$ cat config.mk
export PLATFORM = sky130hd
export DESIGN_NAME = collision_page_mode_regs
export DESIGN_NICKNAME = d
export VERILOG_FILES = /design/src/hw/coll_page_pkg.sv /design/src/hw/bit_sync.sv /design/src/hw/collision_tracker.sv /design/src/hw/collision_page_mode_regs.sv
export SDC_FILE = /design/constraint.sdc
export NUM_CORES = 1
export LEC_CHECK = 0
export ABC_CLOCK_PERIOD_IN_PS = 3250
export BUFFER_PORTS_ARGS = -buffer_cell sky130_fd_sc_hd__buf_2
export CORE_MARGIN = 2
export CORE_UTILIZATION = 30
export CTS_BUF_LIST = sky130_fd_sc_hd__clkbuf_2
export CTS_CLUSTER_SIZE = 8
export DETAILED_ROUTE_END_ITERATION = 6
export PLACE_DENSITY = 0.49
export SKIP_LAST_GASP = 1
export SLEW_MARGIN = 30
export SYNTH_ARGS = -nofsm -noshare
export SYNTH_HDL_FRONTEND = slang
export SYNTH_HIERARCHICAL = 1
export SYNTH_SLANG_ARGS = --single-unit
$ cat constraint.sdc
create_clock -name i_clk -period 3.25 [get_ports i_clk]
set_input_delay 0.1625 -clock i_clk [delete_from_list [all_inputs] [get_ports i_clk]]
set_output_delay 0.1625 -clock i_clk [all_outputs]
set_load 0.02 [all_outputs]
$ cat src/hw/coll_page_pkg.sv
// shared offsets, field positions, reset values and constants for the collision/page/mode slice
package coll_page_pkg;
    // register offsets (6-bit register address space)
    localparam logic [5:0] COLLISION_REPORT_ADDR      = 6'h0e;
    localparam logic [5:0] REGISTER_PAGE_CONTROL_ADDR = 6'h10;
    localparam logic [5:0] GENERAL_MODE_SETTINGS_ADDR = 6'h11;

    // collision_report fields
    localparam int KEEP_BITS_BIT   = 7;
    localparam int POS_INVALID_BIT = 5;
    localparam int POS_MSB         = 4;
    localparam logic [2:0] COLLISION_REPORT_TOP_RESET = 3'h5; // binary 101
    localparam logic [4:0] COLLISION_POS_RESET        = 5'h00; // undefined in hardware

    // register_page_control fields
    localparam int PAGE_OVERRIDE_BIT = 7;
    localparam logic [7:0] REGISTER_PAGE_CONTROL_RESET = 8'h00;

    // general_mode_settings fields
    localparam int CRC_BIT_ORDER_BIT   = 7;
    localparam int DETECT_SYNC_BIT     = 6;
    localparam int TX_NEEDS_FIELD_BIT  = 5;
    localparam int RX_NEEDS_FIELD_BIT  = 4;
    localparam int ENV_POLARITY_BIT    = 3;
    localparam int DETECTOR_OFF_BIT    = 2;
    localparam logic [7:0] GENERAL_MODE_SETTINGS_RESET = 8'h3b;

    // crc start values
    localparam logic [15:0] CRC_START_00 = 16'h0000;
    localparam logic [15:0] CRC_START_01 = 16'h6363;
    localparam logic [15:0] CRC_START_10 = 16'ha671;
    localparam logic [15:0] CRC_START_11 = 16'hffff;

    // largest one-based position the field can carry (0 stands for 32)
    localparam logic [6:0] MAX_COLLISION_POS = 7'd32;
endpackage : coll_page_pkg

$ cat src/hw/bit_sync.sv
// two flip-flop synchroniser for one level from a pin
`timescale 1ns/1ps
`default_nettype none
module bit_sync (
    input  wire logic i_clk,
    input  wire logic i_reset,
    input  wire logic i_async,
    output logic      o_sync
);
    logic meta_r;
    logic sync_r;

    // first stage is only read by the second
    always_ff @(posedge i_clk) begin
        if (i_reset) begin
            meta_r <= 1'b0;
            sync_r <= 1'b0;
        end else begin
            meta_r <= i_async;
            sync_r <= meta_r;
        end
    end

    assign o_sync = sync_r;
endmodule : bit_sync
`default_nettype wire

$ cat src/hw/collision_tracker.sv
// tracks the first collision of a frame and masks received bits after it
`timescale 1ns/1ps
`default_nettype none
module collision_tracker
    import coll_page_pkg::*;
(
    input  wire logic       i_clk,
    input  wire logic       i_reset,
    input  wire logic       i_frame_start,
    input  wire logic       i_rx_bit_valid,
    input  wire logic       i_rx_bit,
    input  wire logic       i_rx_bit_is_data,
    input  wire logic       i_rx_collision,
    input  wire logic       i_keep_bits,
    output logic            o_rx_bit_valid,
    output logic            o_rx_bit,
    output logic            o_seen,
    output logic [6:0]      o_first_pos
);
    logic [6:0] count_r;
    logic       seen_r;
    logic [6:0] first_r;
    logic       out_valid_r;
    logic       out_bit_r;
    wire  [6:0] count_inc  = (count_r == 7'h7f) ? count_r : 7'(count_r + 7'd1);
    wire        data_bit   = i_rx_bit_valid && i_rx_bit_is_data;
    wire        new_coll   = data_bit && i_rx_collision && !seen_r;
    // bits after a collision are forced to zero unless kept
    wire        kill_bit   = seen_r && !i_keep_bits;

    // count data bits only; capture first collision position, one-based
    always_ff @(posedge i_clk) begin
        if (i_reset || i_frame_start) begin
            count_r <= 7'd0;
            seen_r  <= 1'b0;
            first_r <= 7'd0;
        end else if (data_bit) begin
            count_r <= count_inc;
            if (new_coll) begin
                seen_r  <= 1'b1;
                first_r <= count_inc;
            end
        end
    end

    // registered bit stream toward the receive path
    always_ff @(posedge i_clk) begin
        if (i_reset) begin
            out_valid_r <= 1'b0;
            out_bit_r   <= 1'b0;
        end else begin
            out_valid_r <= i_rx_bit_valid;
            out_bit_r   <= i_rx_bit && !kill_bit;
        end
    end

    assign o_rx_bit_valid = out_valid_r;
    assign o_rx_bit       = out_bit_r;
    assign o_seen         = seen_r;
    assign o_first_pos    = first_r;
endmodule : collision_tracker
`default_nettype wire

$ cat src/hw/collision_page_mode_regs.sv
// collision report, page select and general mode registers of the transceiver control logic
// What this block does
// - keep bit zero clears bits after collision
// - invalid flag set: no collision or out-of-range
// - five-bit field holds first collision position
// - positions one-based; zero means bit 32
// - override on takes A5..A4 from page number
// - override off uses full latched address
// - page number bits 1..0, used only if enabled
// - collision register upper bits reset to 101
// - crc start field selects 0000/6363/a671/ffff
// - polarity bit makes envelope pin active high
`timescale 1ns/1ps
`default_nettype none
module collision_page_mode_regs (
    input  wire logic        i_clk,
    input  wire logic        i_reset,
    // register port
    input  wire logic [5:0]  i_addr_latch,
    input  wire logic [7:0]  i_wdata,
    input  wire logic        i_wr,
    input  wire logic        i_rd,
    output logic      [7:0]  o_rdata,
    output logic      [5:0]  o_reg_addr,
    // receive path
    input  wire logic        i_frame_start,
    input  wire logic        i_frame_end,
    input  wire logic        i_rx_bit_valid,
    input  wire logic        i_rx_bit,
    input  wire logic        i_rx_bit_is_data,
    input  wire logic        i_rx_collision,
    output logic             o_rx_bit_valid,
    output logic             o_rx_bit,
    // envelope pin and mode outputs
    input  wire logic        i_envelope_input_pin,
    output logic             o_envelope_active,
    output logic [15:0]      o_crc_start_value,
    output logic             o_crc_reversed_bit_order,
    output logic             o_detect_sync,
    output logic             o_transmit_needs_field,
    output logic             o_receive_wait_needs_field,
    output logic             o_protocol_detector_disable
);
    import coll_page_pkg::*;

    logic       keep_bits_after_collision_r;
    logic       collision_position_invalid_r;
    logic [4:0] first_collision_index_r;
    logic       page_override_enable_r;
    logic [1:0] register_page_number_r;
    logic [7:0] general_mode_settings_r;
    logic [7:0] rdata_r;
    logic       envelope_r;

    logic       coll_seen;
    logic [6:0] coll_first_pos;
    logic       env_sync;

    // crc start lookup, shared by any caller needing the preset word
    function automatic logic [15:0] crc_start_of(input logic [1:0] sel);
        logic [15:0] v;
        v = CRC_START_00;
        case (sel)
            2'h0: v = CRC_START_00;
            2'h1: v = CRC_START_01;
            2'h2: v = CRC_START_10;
            default: v = CRC_START_11;
        endcase
        return v;
    endfunction : crc_start_of

    // register address formation from latch and page override
    wire [5:0] eff_addr = page_override_enable_r
                        ? {register_page_number_r, i_addr_latch[3:0]}
                        : i_addr_latch;
    assign o_reg_addr = eff_addr;

    // address decode
    wire sel_coll = (eff_addr == COLLISION_REPORT_ADDR);
    wire sel_page = (eff_addr == REGISTER_PAGE_CONTROL_ADDR);
    wire sel_mode = (eff_addr == GENERAL_MODE_SETTINGS_ADDR);

    // register images, reserved bits forced to zero
    wire [7:0] coll_image = {keep_bits_after_collision_r, 1'b0,
                             collision_position_invalid_r,
                             first_collision_index_r};
    wire [7:0] page_image = {page_override_enable_r, 5'h00,
                             register_page_number_r};
    wire [7:0] read_mux   = sel_coll ? coll_image
                          : sel_page ? page_image
                          : sel_mode ? general_mode_settings_r
                          : 8'h00;

    // position beyond 32 or no collision at all marks the report invalid
    wire frame_invalid = !coll_seen || (coll_first_pos > MAX_COLLISION_POS);
    // 32 wraps to zero in the five-bit field
    wire [4:0] frame_pos = coll_first_pos[4:0];

    collision_tracker u_tracker (
        .i_clk            (i_clk),
        .i_reset          (i_reset),
        .i_frame_start    (i_frame_start),
        .i_rx_bit_valid   (i_rx_bit_valid),
        .i_rx_bit         (i_rx_bit),
        .i_rx_bit_is_data (i_rx_bit_is_data),
        .i_rx_collision   (i_rx_collision),
        .i_keep_bits      (keep_bits_after_collision_r),
        .o_rx_bit_valid   (o_rx_bit_valid),
        .o_rx_bit         (o_rx_bit),
        .o_seen           (coll_seen),
        .o_first_pos      (coll_first_pos)
    );

    // envelope pin comes from outside, so synchronise before use
    bit_sync u_env_sync (
        .i_clk   (i_clk),
        .i_reset (i_reset),
        .i_async (i_envelope_input_pin),
        .o_sync  (env_sync)
    );

    // collision register: software writes bit 7, hardware updates status at frame end
    always_ff @(posedge i_clk) begin
        if (i_reset) begin
            keep_bits_after_collision_r  <= COLLISION_REPORT_TOP_RESET[2];
            collision_position_invalid_r <= COLLISION_REPORT_TOP_RESET[0];
            first_collision_index_r      <= COLLISION_POS_RESET;
        end else begin
            if (i_wr && sel_coll) begin
                keep_bits_after_collision_r <= i_wdata[KEEP_BITS_BIT];
            end
            if (i_frame_end) begin
                collision_position_invalid_r <= frame_invalid;
                first_collision_index_r      <= frame_pos;
            end
        end
    end

    // page control register
    always_ff @(posedge i_clk) begin
        if (i_reset) begin
            page_override_enable_r <= REGISTER_PAGE_CONTROL_RESET[PAGE_OVERRIDE_BIT];
            register_page_number_r <= REGISTER_PAGE_CONTROL_RESET[1:0];
        end else if (i_wr && sel_page) begin
            page_override_enable_r <= i_wdata[PAGE_OVERRIDE_BIT];
            register_page_number_r <= i_wdata[1:0];
        end
    end

    // general mode register
    always_ff @(posedge i_clk) begin
        if (i_reset) begin
            general_mode_settings_r <= GENERAL_MODE_SETTINGS_RESET;
        end else if (i_wr && sel_mode) begin
            general_mode_settings_r <= i_wdata;
        end
    end

    // read data stands one cycle after the strobe only
    always_ff @(posedge i_clk) begin
        if (i_reset) begin
            rdata_r <= 8'h00;
        end else begin
            rdata_r <= i_rd ? read_mux : 8'h00;
        end
    end
    assign o_rdata = rdata_r;

    // internal envelope is active high; polarity bit says how the pin is read
    always_ff @(posedge i_clk) begin
        if (i_reset) begin
            envelope_r <= 1'b0;
        end else begin
            envelope_r <= general_mode_settings_r[ENV_POLARITY_BIT] ? env_sync : !env_sync;
        end
    end
    assign o_envelope_active = envelope_r;

    // mode fields out to the rest of the device
    assign o_crc_start_value           = crc_start_of(general_mode_settings_r[1:0]);
    assign o_crc_reversed_bit_order    = general_mode_settings_r[CRC_BIT_ORDER_BIT];
    assign o_detect_sync               = general_mode_settings_r[DETECT_SYNC_BIT];
    assign o_transmit_needs_field      = general_mode_settings_r[TX_NEEDS_FIELD_BIT];
    assign o_receive_wait_needs_field  = general_mode_settings_r[RX_NEEDS_FIELD_BIT];
    assign o_protocol_detector_disable = general_mode_settings_r[DETECTOR_OFF_BIT];
endmodule : collision_page_mode_regs
`default_nettype wire

# ---- Word-level counts from Yosys, hierarchy flattened
# Index checks and enable logic that the tools add are counted.
dict set report word_totals {
  register_bits 46
  input_bits 25
  output_inout_bits 38
}
dict set report classes {
  add_sub_neg 1
  n_lt_le_gt_ge 1
  n_eq_ne 6
  mux 7
  bitwise 2
  n_reduce_logical 18
}
# op count
set ops {}
lappend ops {{case mux 16 bit (3 select lines)} 1}
lappend ops {{2-to-1 mux 8 bit} 3}
lappend ops {{equality test 6 x 5 -> 1 bit (second input constant)} 2}
lappend ops {{logical AND 1 bit} 8}
lappend ops {{adder 7 x 1 -> 7 bit (second input constant)} 1}
lappend ops {{equality test 7 bit (second input constant)} 1}
lappend ops {{> comparator 7 x 6 -> 1 bit (second input constant)} 1}
lappend ops {{2-to-1 mux 7 bit} 1}
lappend ops {{equality test 6 x 4 -> 1 bit (second input constant)} 1}
lappend ops {{2-to-1 mux 6 bit} 1}
lappend ops {{OR reduction 5 bit} 1}
lappend ops {{zero test 1 bit} 4}
lappend ops {{equality test 2 x 1 -> 1 bit (second input constant)} 1}
lappend ops {{equality test 2 bit (second input constant)} 1}
lappend ops {{zero test 2 bit} 1}
lappend ops {{logical OR 1 bit} 2}
lappend ops {{inverter 1 bit} 2}
lappend ops {{AND reduction 2 bit} 1}
lappend ops {{OR reduction 2 bit} 1}
lappend ops {{2-to-1 mux 1 bit} 1}

# ---- Logic depth before layout (Yosys ltp)
dict set report depth {
  ltp_word 5
  ltp_mapped 5
}

# ---- By module
# Netlist, hierarchy kept.
# module instances cells_per_inst area_per_inst_um2 seq_area_each_um2
set modules_own_cells {}
lappend modules_own_cells {collision_page_mode_regs 1 147 1362.6 540.5}
lappend modules_own_cells {collision_tracker 1 86 792.0 340.3}
lappend modules_own_cells {bit_sync 1 4 52.6 40.0}

# ---- Worst setup path after synthesis
# No wires, ideal clock.
dict set report synth_timing {
  path_kind {reg2reg}
  from {reg u_tracker.count_r[0]}
  to {reg u_tracker.count_r[1]}
  setup_time_ps 128
  arrival_ps 1266
  t_required_ps 3122
  slack_ps 1856
  stages_incl_launch_ff 6
  path_buffers 0
  synth_period_minus_slack_ps 1394
  cell_sequence {dfxtp_1 ha_1 nand4_4 o21ai_2 mux2i_1 nor2_1}
}
dict set report synth_between {
  elab_chain_cells 2
  elab_cells_between_ends 3
}
# element line_no
set synth_rtl {}
lappend synth_rtl {{start: declaration} collision_tracker.sv:20} ;# logic [6:0] count_r;
lappend synth_rtl {{start signal: assignment} collision_tracker.sv:38} ;# count_r <= count_inc;
lappend synth_rtl {{adder 7 x 1 -> 7 bit or equality test 7 bit (tied branches)} collision_tracker.sv:25} ;# wire [6:0] count_inc = (count_r == 7'h7f) ? count_r : 7'(count_r + 7'd1);
lappend synth_rtl {{2-to-1 mux 7 bit (*)} collision_tracker.sv:25}
# Every way passes the cells marked *; elsewhere a longest branch is shown, timed or not.
# A chain may end at the register's enable or synchronous reset.

# ---- Worst setup path after layout
dict set report layout_timing {
  from {reg page_override_enable_r}
  to {out o_reg_addr[5]}
}
dict set report layout_between {
  elab_chain_cells 1
}
# element line_no
set layout_rtl {}
lappend layout_rtl {{start: declaration} collision_page_mode_regs.sv:49} ;# logic page_override_enable_r;
lappend layout_rtl {{start signal: assignment} collision_page_mode_regs.sv:142} ;# page_override_enable_r <= REGISTER_PAGE_CONTROL_RESET[PAGE_OVERRIDE_BIT];
lappend layout_rtl {{start signal: assignment} collision_page_mode_regs.sv:145} ;# page_override_enable_r <= i_wdata[PAGE_OVERRIDE_BIT];
lappend layout_rtl {{2-to-1 mux 6 bit} collision_page_mode_regs.sv:74} ;# ? {register_page_number_r, i_addr_latch[3:0]}
lappend layout_rtl {{end: declaration} collision_page_mode_regs.sv:24} ;# output logic [5:0] o_reg_addr,
# No other way between the ends.

==> impl_metrics.sql <==
INSERT INTO impl_metrics (metric_group, metric, value, unit) VALUES
('routing', 'detail_route.wirelength', '4940', 'um'),
('synth', 'synth.yosys.seq_area_share', '41.7', '%'),
('synth', 'synth.ff_latch_count', '46', ''),
('timing', 'number_of_max_slew_violations_in_the_final_report', '0', ''),
('routing', 'drtAntennaViolNets', '0', ''),
('clock_network', 'cts_made_buffers', '5', ''),
('setup_path', 'cp_data_required_time', '3090', 'ps'),
('clock_network', 'clock_transition_at_the_register_clock_pins_on_the_worst_setup_and_hold_paths_after_cts', '230', 'ps'),
('timing', 'max_slew.worst_pin.slew', '651', 'ps'),
('routing', 'post_drt_wl_per_cell', '12.7', 'um'),
('timing', 'timing.final.setup_violations', '0', ''),
('routing', 'route.met3.wl', '262', 'um'),
('grt', 'antenna_found_initial', '0', ''),
('grt', 'grt_max_degree', '40', ''),
('routing', 'drt_first_pass_iters', '6', ''),
('synth', 'synth_adder_area_share', '0.567', '%'),
('synth', 'yosys_warnings', '6', ''),
('clock_network', 'insertion_delay', '420', 'ps'),
('floorplan', 'die_width', '89.8', 'um'),
('clock_network', 'cts_max_level', '2', ''),
('floorplan', 'die-height', '89.8', 'um'),
('synth', 'synth_top_family_by_area', 'simple AND/OR/NAND/NOR gates', ''),
('timing', 'min_period_over_period', '58.7', '%'),
('synth', 'post-synth-top-count-cell', 'sky130_fd_sc_hd__dfxtp_1', ''),
('layout', 'non_filler_cells_final', '388', ''),
('timing', 'setup-tns-final', '0', 'ps'),
('timing', 'rsz_0062_raised_after_global_routing', 'no', ''),
('clock_network', 'clockBufferDepth', '2', ''),
('clock_network', 'clockRootBuffer', 'sky130_fd_sc_hd__clkbuf_2', ''),
('floorplan', 'core', '7180', 'um2'),
('synth', 'yosysUniqueCellTypes', '41', ''),
('synth', 'synth-edff-count', '0', ''),
('floorplan', 'rows', '31', ''),
('timing', 'layout_min_cycle_time', '1910', 'ps'),
('synth', 'synth_top_flop_cell', 'sky130_fd_sc_hd__dfxtp_1', ''),
('clock_network', 'tritoncts_clock_tree', 'yes', ''),
('timing', 'final.setup_skew', '13.1', 'ps'),
('synth', 'synthCells', '237', ''),
('min_path', 'timing.hold.worst_path_depth', '3', ''),
('synth', 'area_fraction_in_compound_gates_after_synthesis', '11.6', '%'),
('clock_network', 'ctsResizeCount', '0', ''),
('synth', 'synthXorXnorAreaFrac', '1.59', '%'),
('place', 'dpl.hpwl', '3590', 'um'),
('routing', 'met1_length', '2390', 'um'),
('grt', 'grt-ovfl-total', '0', ''),
('routing', 'met2RoutedLength', '2210', 'um'),
('floorplan', 'initial_core_utilization', '30.8', '%'),
('floorplan', 'ios', '63', ''),
('synth', 'async_s_r_ff_share_synth', '0', '%'),
('synth', 'synthSimpleGateAreaFrac', '23.9', '%'),
('setup_path', 'critPathArrivalTime', '1750', 'ps'),
('synth', 'synth_top_cells_by_count', 'sky130_fd_sc_hd__dfxtp_1, sky130_fd_sc_hd__nor2_1, sky130_fd_sc_hd__mux2i_1', ''),
('synth', 'synth_top_area_cell', 'sky130_fd_sc_hd__dfxtp_1', ''),
('grt', 'grt_pass1_wl', '8130', 'um'),
('routing', 'route.top_layer_used', 'met4', ''),
('power', 'ir_worst_vdd', '0.000137', 'V'),
('layout', 'drive_above_1_share', '28.7', '%'),
('job', 'timing.max_cap.violations', '0', ''),
('min_path', 'worst_hold_path_type', 'in -> reg', ''),
('clock_network', 'total_number_of_clock_tree_sinks', '46', ''),
('place', 'port-buffer-count', '62', ''),
('grt', 'grt_pass1_vias', '1682', ''),
('synth', 'yosysTopAreaCellShare', '41.7', '%'),
('layout', 'antenna_cells_inserted', '0', ''),
('routing', 'route.detailed.drc', '0', ''),
('run_status', 'outcome', 'completed', ''),
('power', 'power_density', '348', 'nW/um2'),
('setup_path', 'worst-setup-path-type', 'reg -> out', ''),
('synth', 'post_synth.cell_area_avg', '9.31', 'um2'),
('synth', 'post_syn_nets', '263', ''),
('setup_path', 'worst-path-max-fanout', '7', '');
==> registers in the layout (all words and copies together) (netlist names), 2 cells and up <==
| name | cells |
|---|---|
| first_collision_index_r | 5 |
| general_mode_settings_r | 8 |
| o_rdata | 8 |
| register_page_number_r | 2 |
| u_tracker/count_r | 7 |
| u_tracker/o_first_pos | 7 |
==> power breakdown <==
group | internal [uW] | leakage [uW] | switching [uW]
clock | 52.9 | 0.0000304 | 182
combinational | 41.3 | 0.000645 | 54.8
sequential | 571 | 0.000372 | 3.45
total | 665 | 0.00105 | 241
==> stage by stage <==
| stage | utilization (%) | worst slack [ps] | power [uW] | cell area [um2] |
|---|---|---|---|---|
| 2_1_floorplan | - | 1860 | 641 | 2210 |
| 5_1_grt | 36.3 | 1140 | 951 | 2600 |
| 3_5_place_dp | 34.2 | 1680 | 673 | 2450 |
| 3_3_place_gp | 34.2 | 1650 | 673 | 2450 |
| 6_report | 36.3 | 1340 | 906 | 2600 |
| 4_1_cts | 36.3 | 1350 | 920 | 2600 |
==> cell type report <==
| class | count | area, um2 |
|---|---|---|
| Fill cell | 767 | 4570 |
| Sequential cell | 46 | 921 |
| Multi-Input combinational cell | 158 | 1080 |
| Inverter | 4 | 15.0 |
| Clock inverter | 2 | 8.76 |
| Timing Repair Buffer | 73 | 420 |
| Tap cell | 99 | 124 |
| Clock buffer | 6 | 30.0 |
==> path summary, 6_finish.rpt <==
check / from / to / slack (ps)
worst max-delay path: page_override_enable_r$_SDFFE_PP0P_ / o_reg_addr[5] / 1340
worst min-delay path: i_addr_latch[0] / o_rdata[6]$_SDFF_PP0_ / 30
worst max register to register: page_override_enable_r$_SDFFE_PP0P_ / general_mode_settings_r[4]$_SDFFE_PP1P_ / 1610
worst min register to register: u_env_sync/meta_r$_SDFF_PP0_ / u_env_sync/o_sync$_SDFF_PP0_ / 460
==> cells in the final DEF, fill, tap and decap left out, types with 2 or more instances in the layout <==
master and n:
sky130_fd_sc_hd__o22ai_1 3, sky130_fd_sc_hd__nor2b_1 4, sky130_fd_sc_hd__nand2b_1 12, sky130_fd_sc_hd__o21ai_2 2, sky130_fd_sc_hd__o211a_1 3, sky130_fd_sc_hd__and2_1 3, sky130_fd_sc_hd__dfxtp_1 46, sky130_fd_sc_hd__nand2_1 13
sky130_fd_sc_hd__nand4_1 5, sky130_fd_sc_hd__nor2_1 26, sky130_fd_sc_hd__nor3_1 4, sky130_fd_sc_hd__xor2_1 4, sky130_fd_sc_hd__or2_2 2, sky130_fd_sc_hd__o211ai_1 10, sky130_fd_sc_hd__a21oi_1 14, sky130_fd_sc_hd__o21ai_1 2
sky130_fd_sc_hd__mux2i_1 24, sky130_fd_sc_hd__buf_2 62, sky130_fd_sc_hd__o21ai_0 3, sky130_fd_sc_hd__dlygate4sd3_1 11, sky130_fd_sc_hd__inv_1 4, sky130_fd_sc_hd__nand3_1 7, sky130_fd_sc_hd__clkbuf_2 6
==> per-layer routing <==
| layer | up-vias | GRT usage, % |
|---|---|---|
| li1 | 913 | - |
| met1 | 812 | 15.9 |
| met2 | 56 | 20.2 |
| met3 | 8 | 3.10 |
| met4 | 0 | 4.23 |
| met5 | - | 0 |
==> cell families after synthesis <==
family,Yosys count
simple gates,89
flops,46
compound gates,39
buf+inv,33
mux,25
xor+xnor,4
fa+ha+maj,1
==> worst max-delay path: stages (launching register included) <==
cell	delay (ps)
sky130_fd_sc_hd__dfxtp_1	520
sky130_fd_sc_hd__mux2i_1	500
sky130_fd_sc_hd__inv_1	130
sky130_fd_sc_hd__buf_2	180
Power figures use the tool's default switching activity.
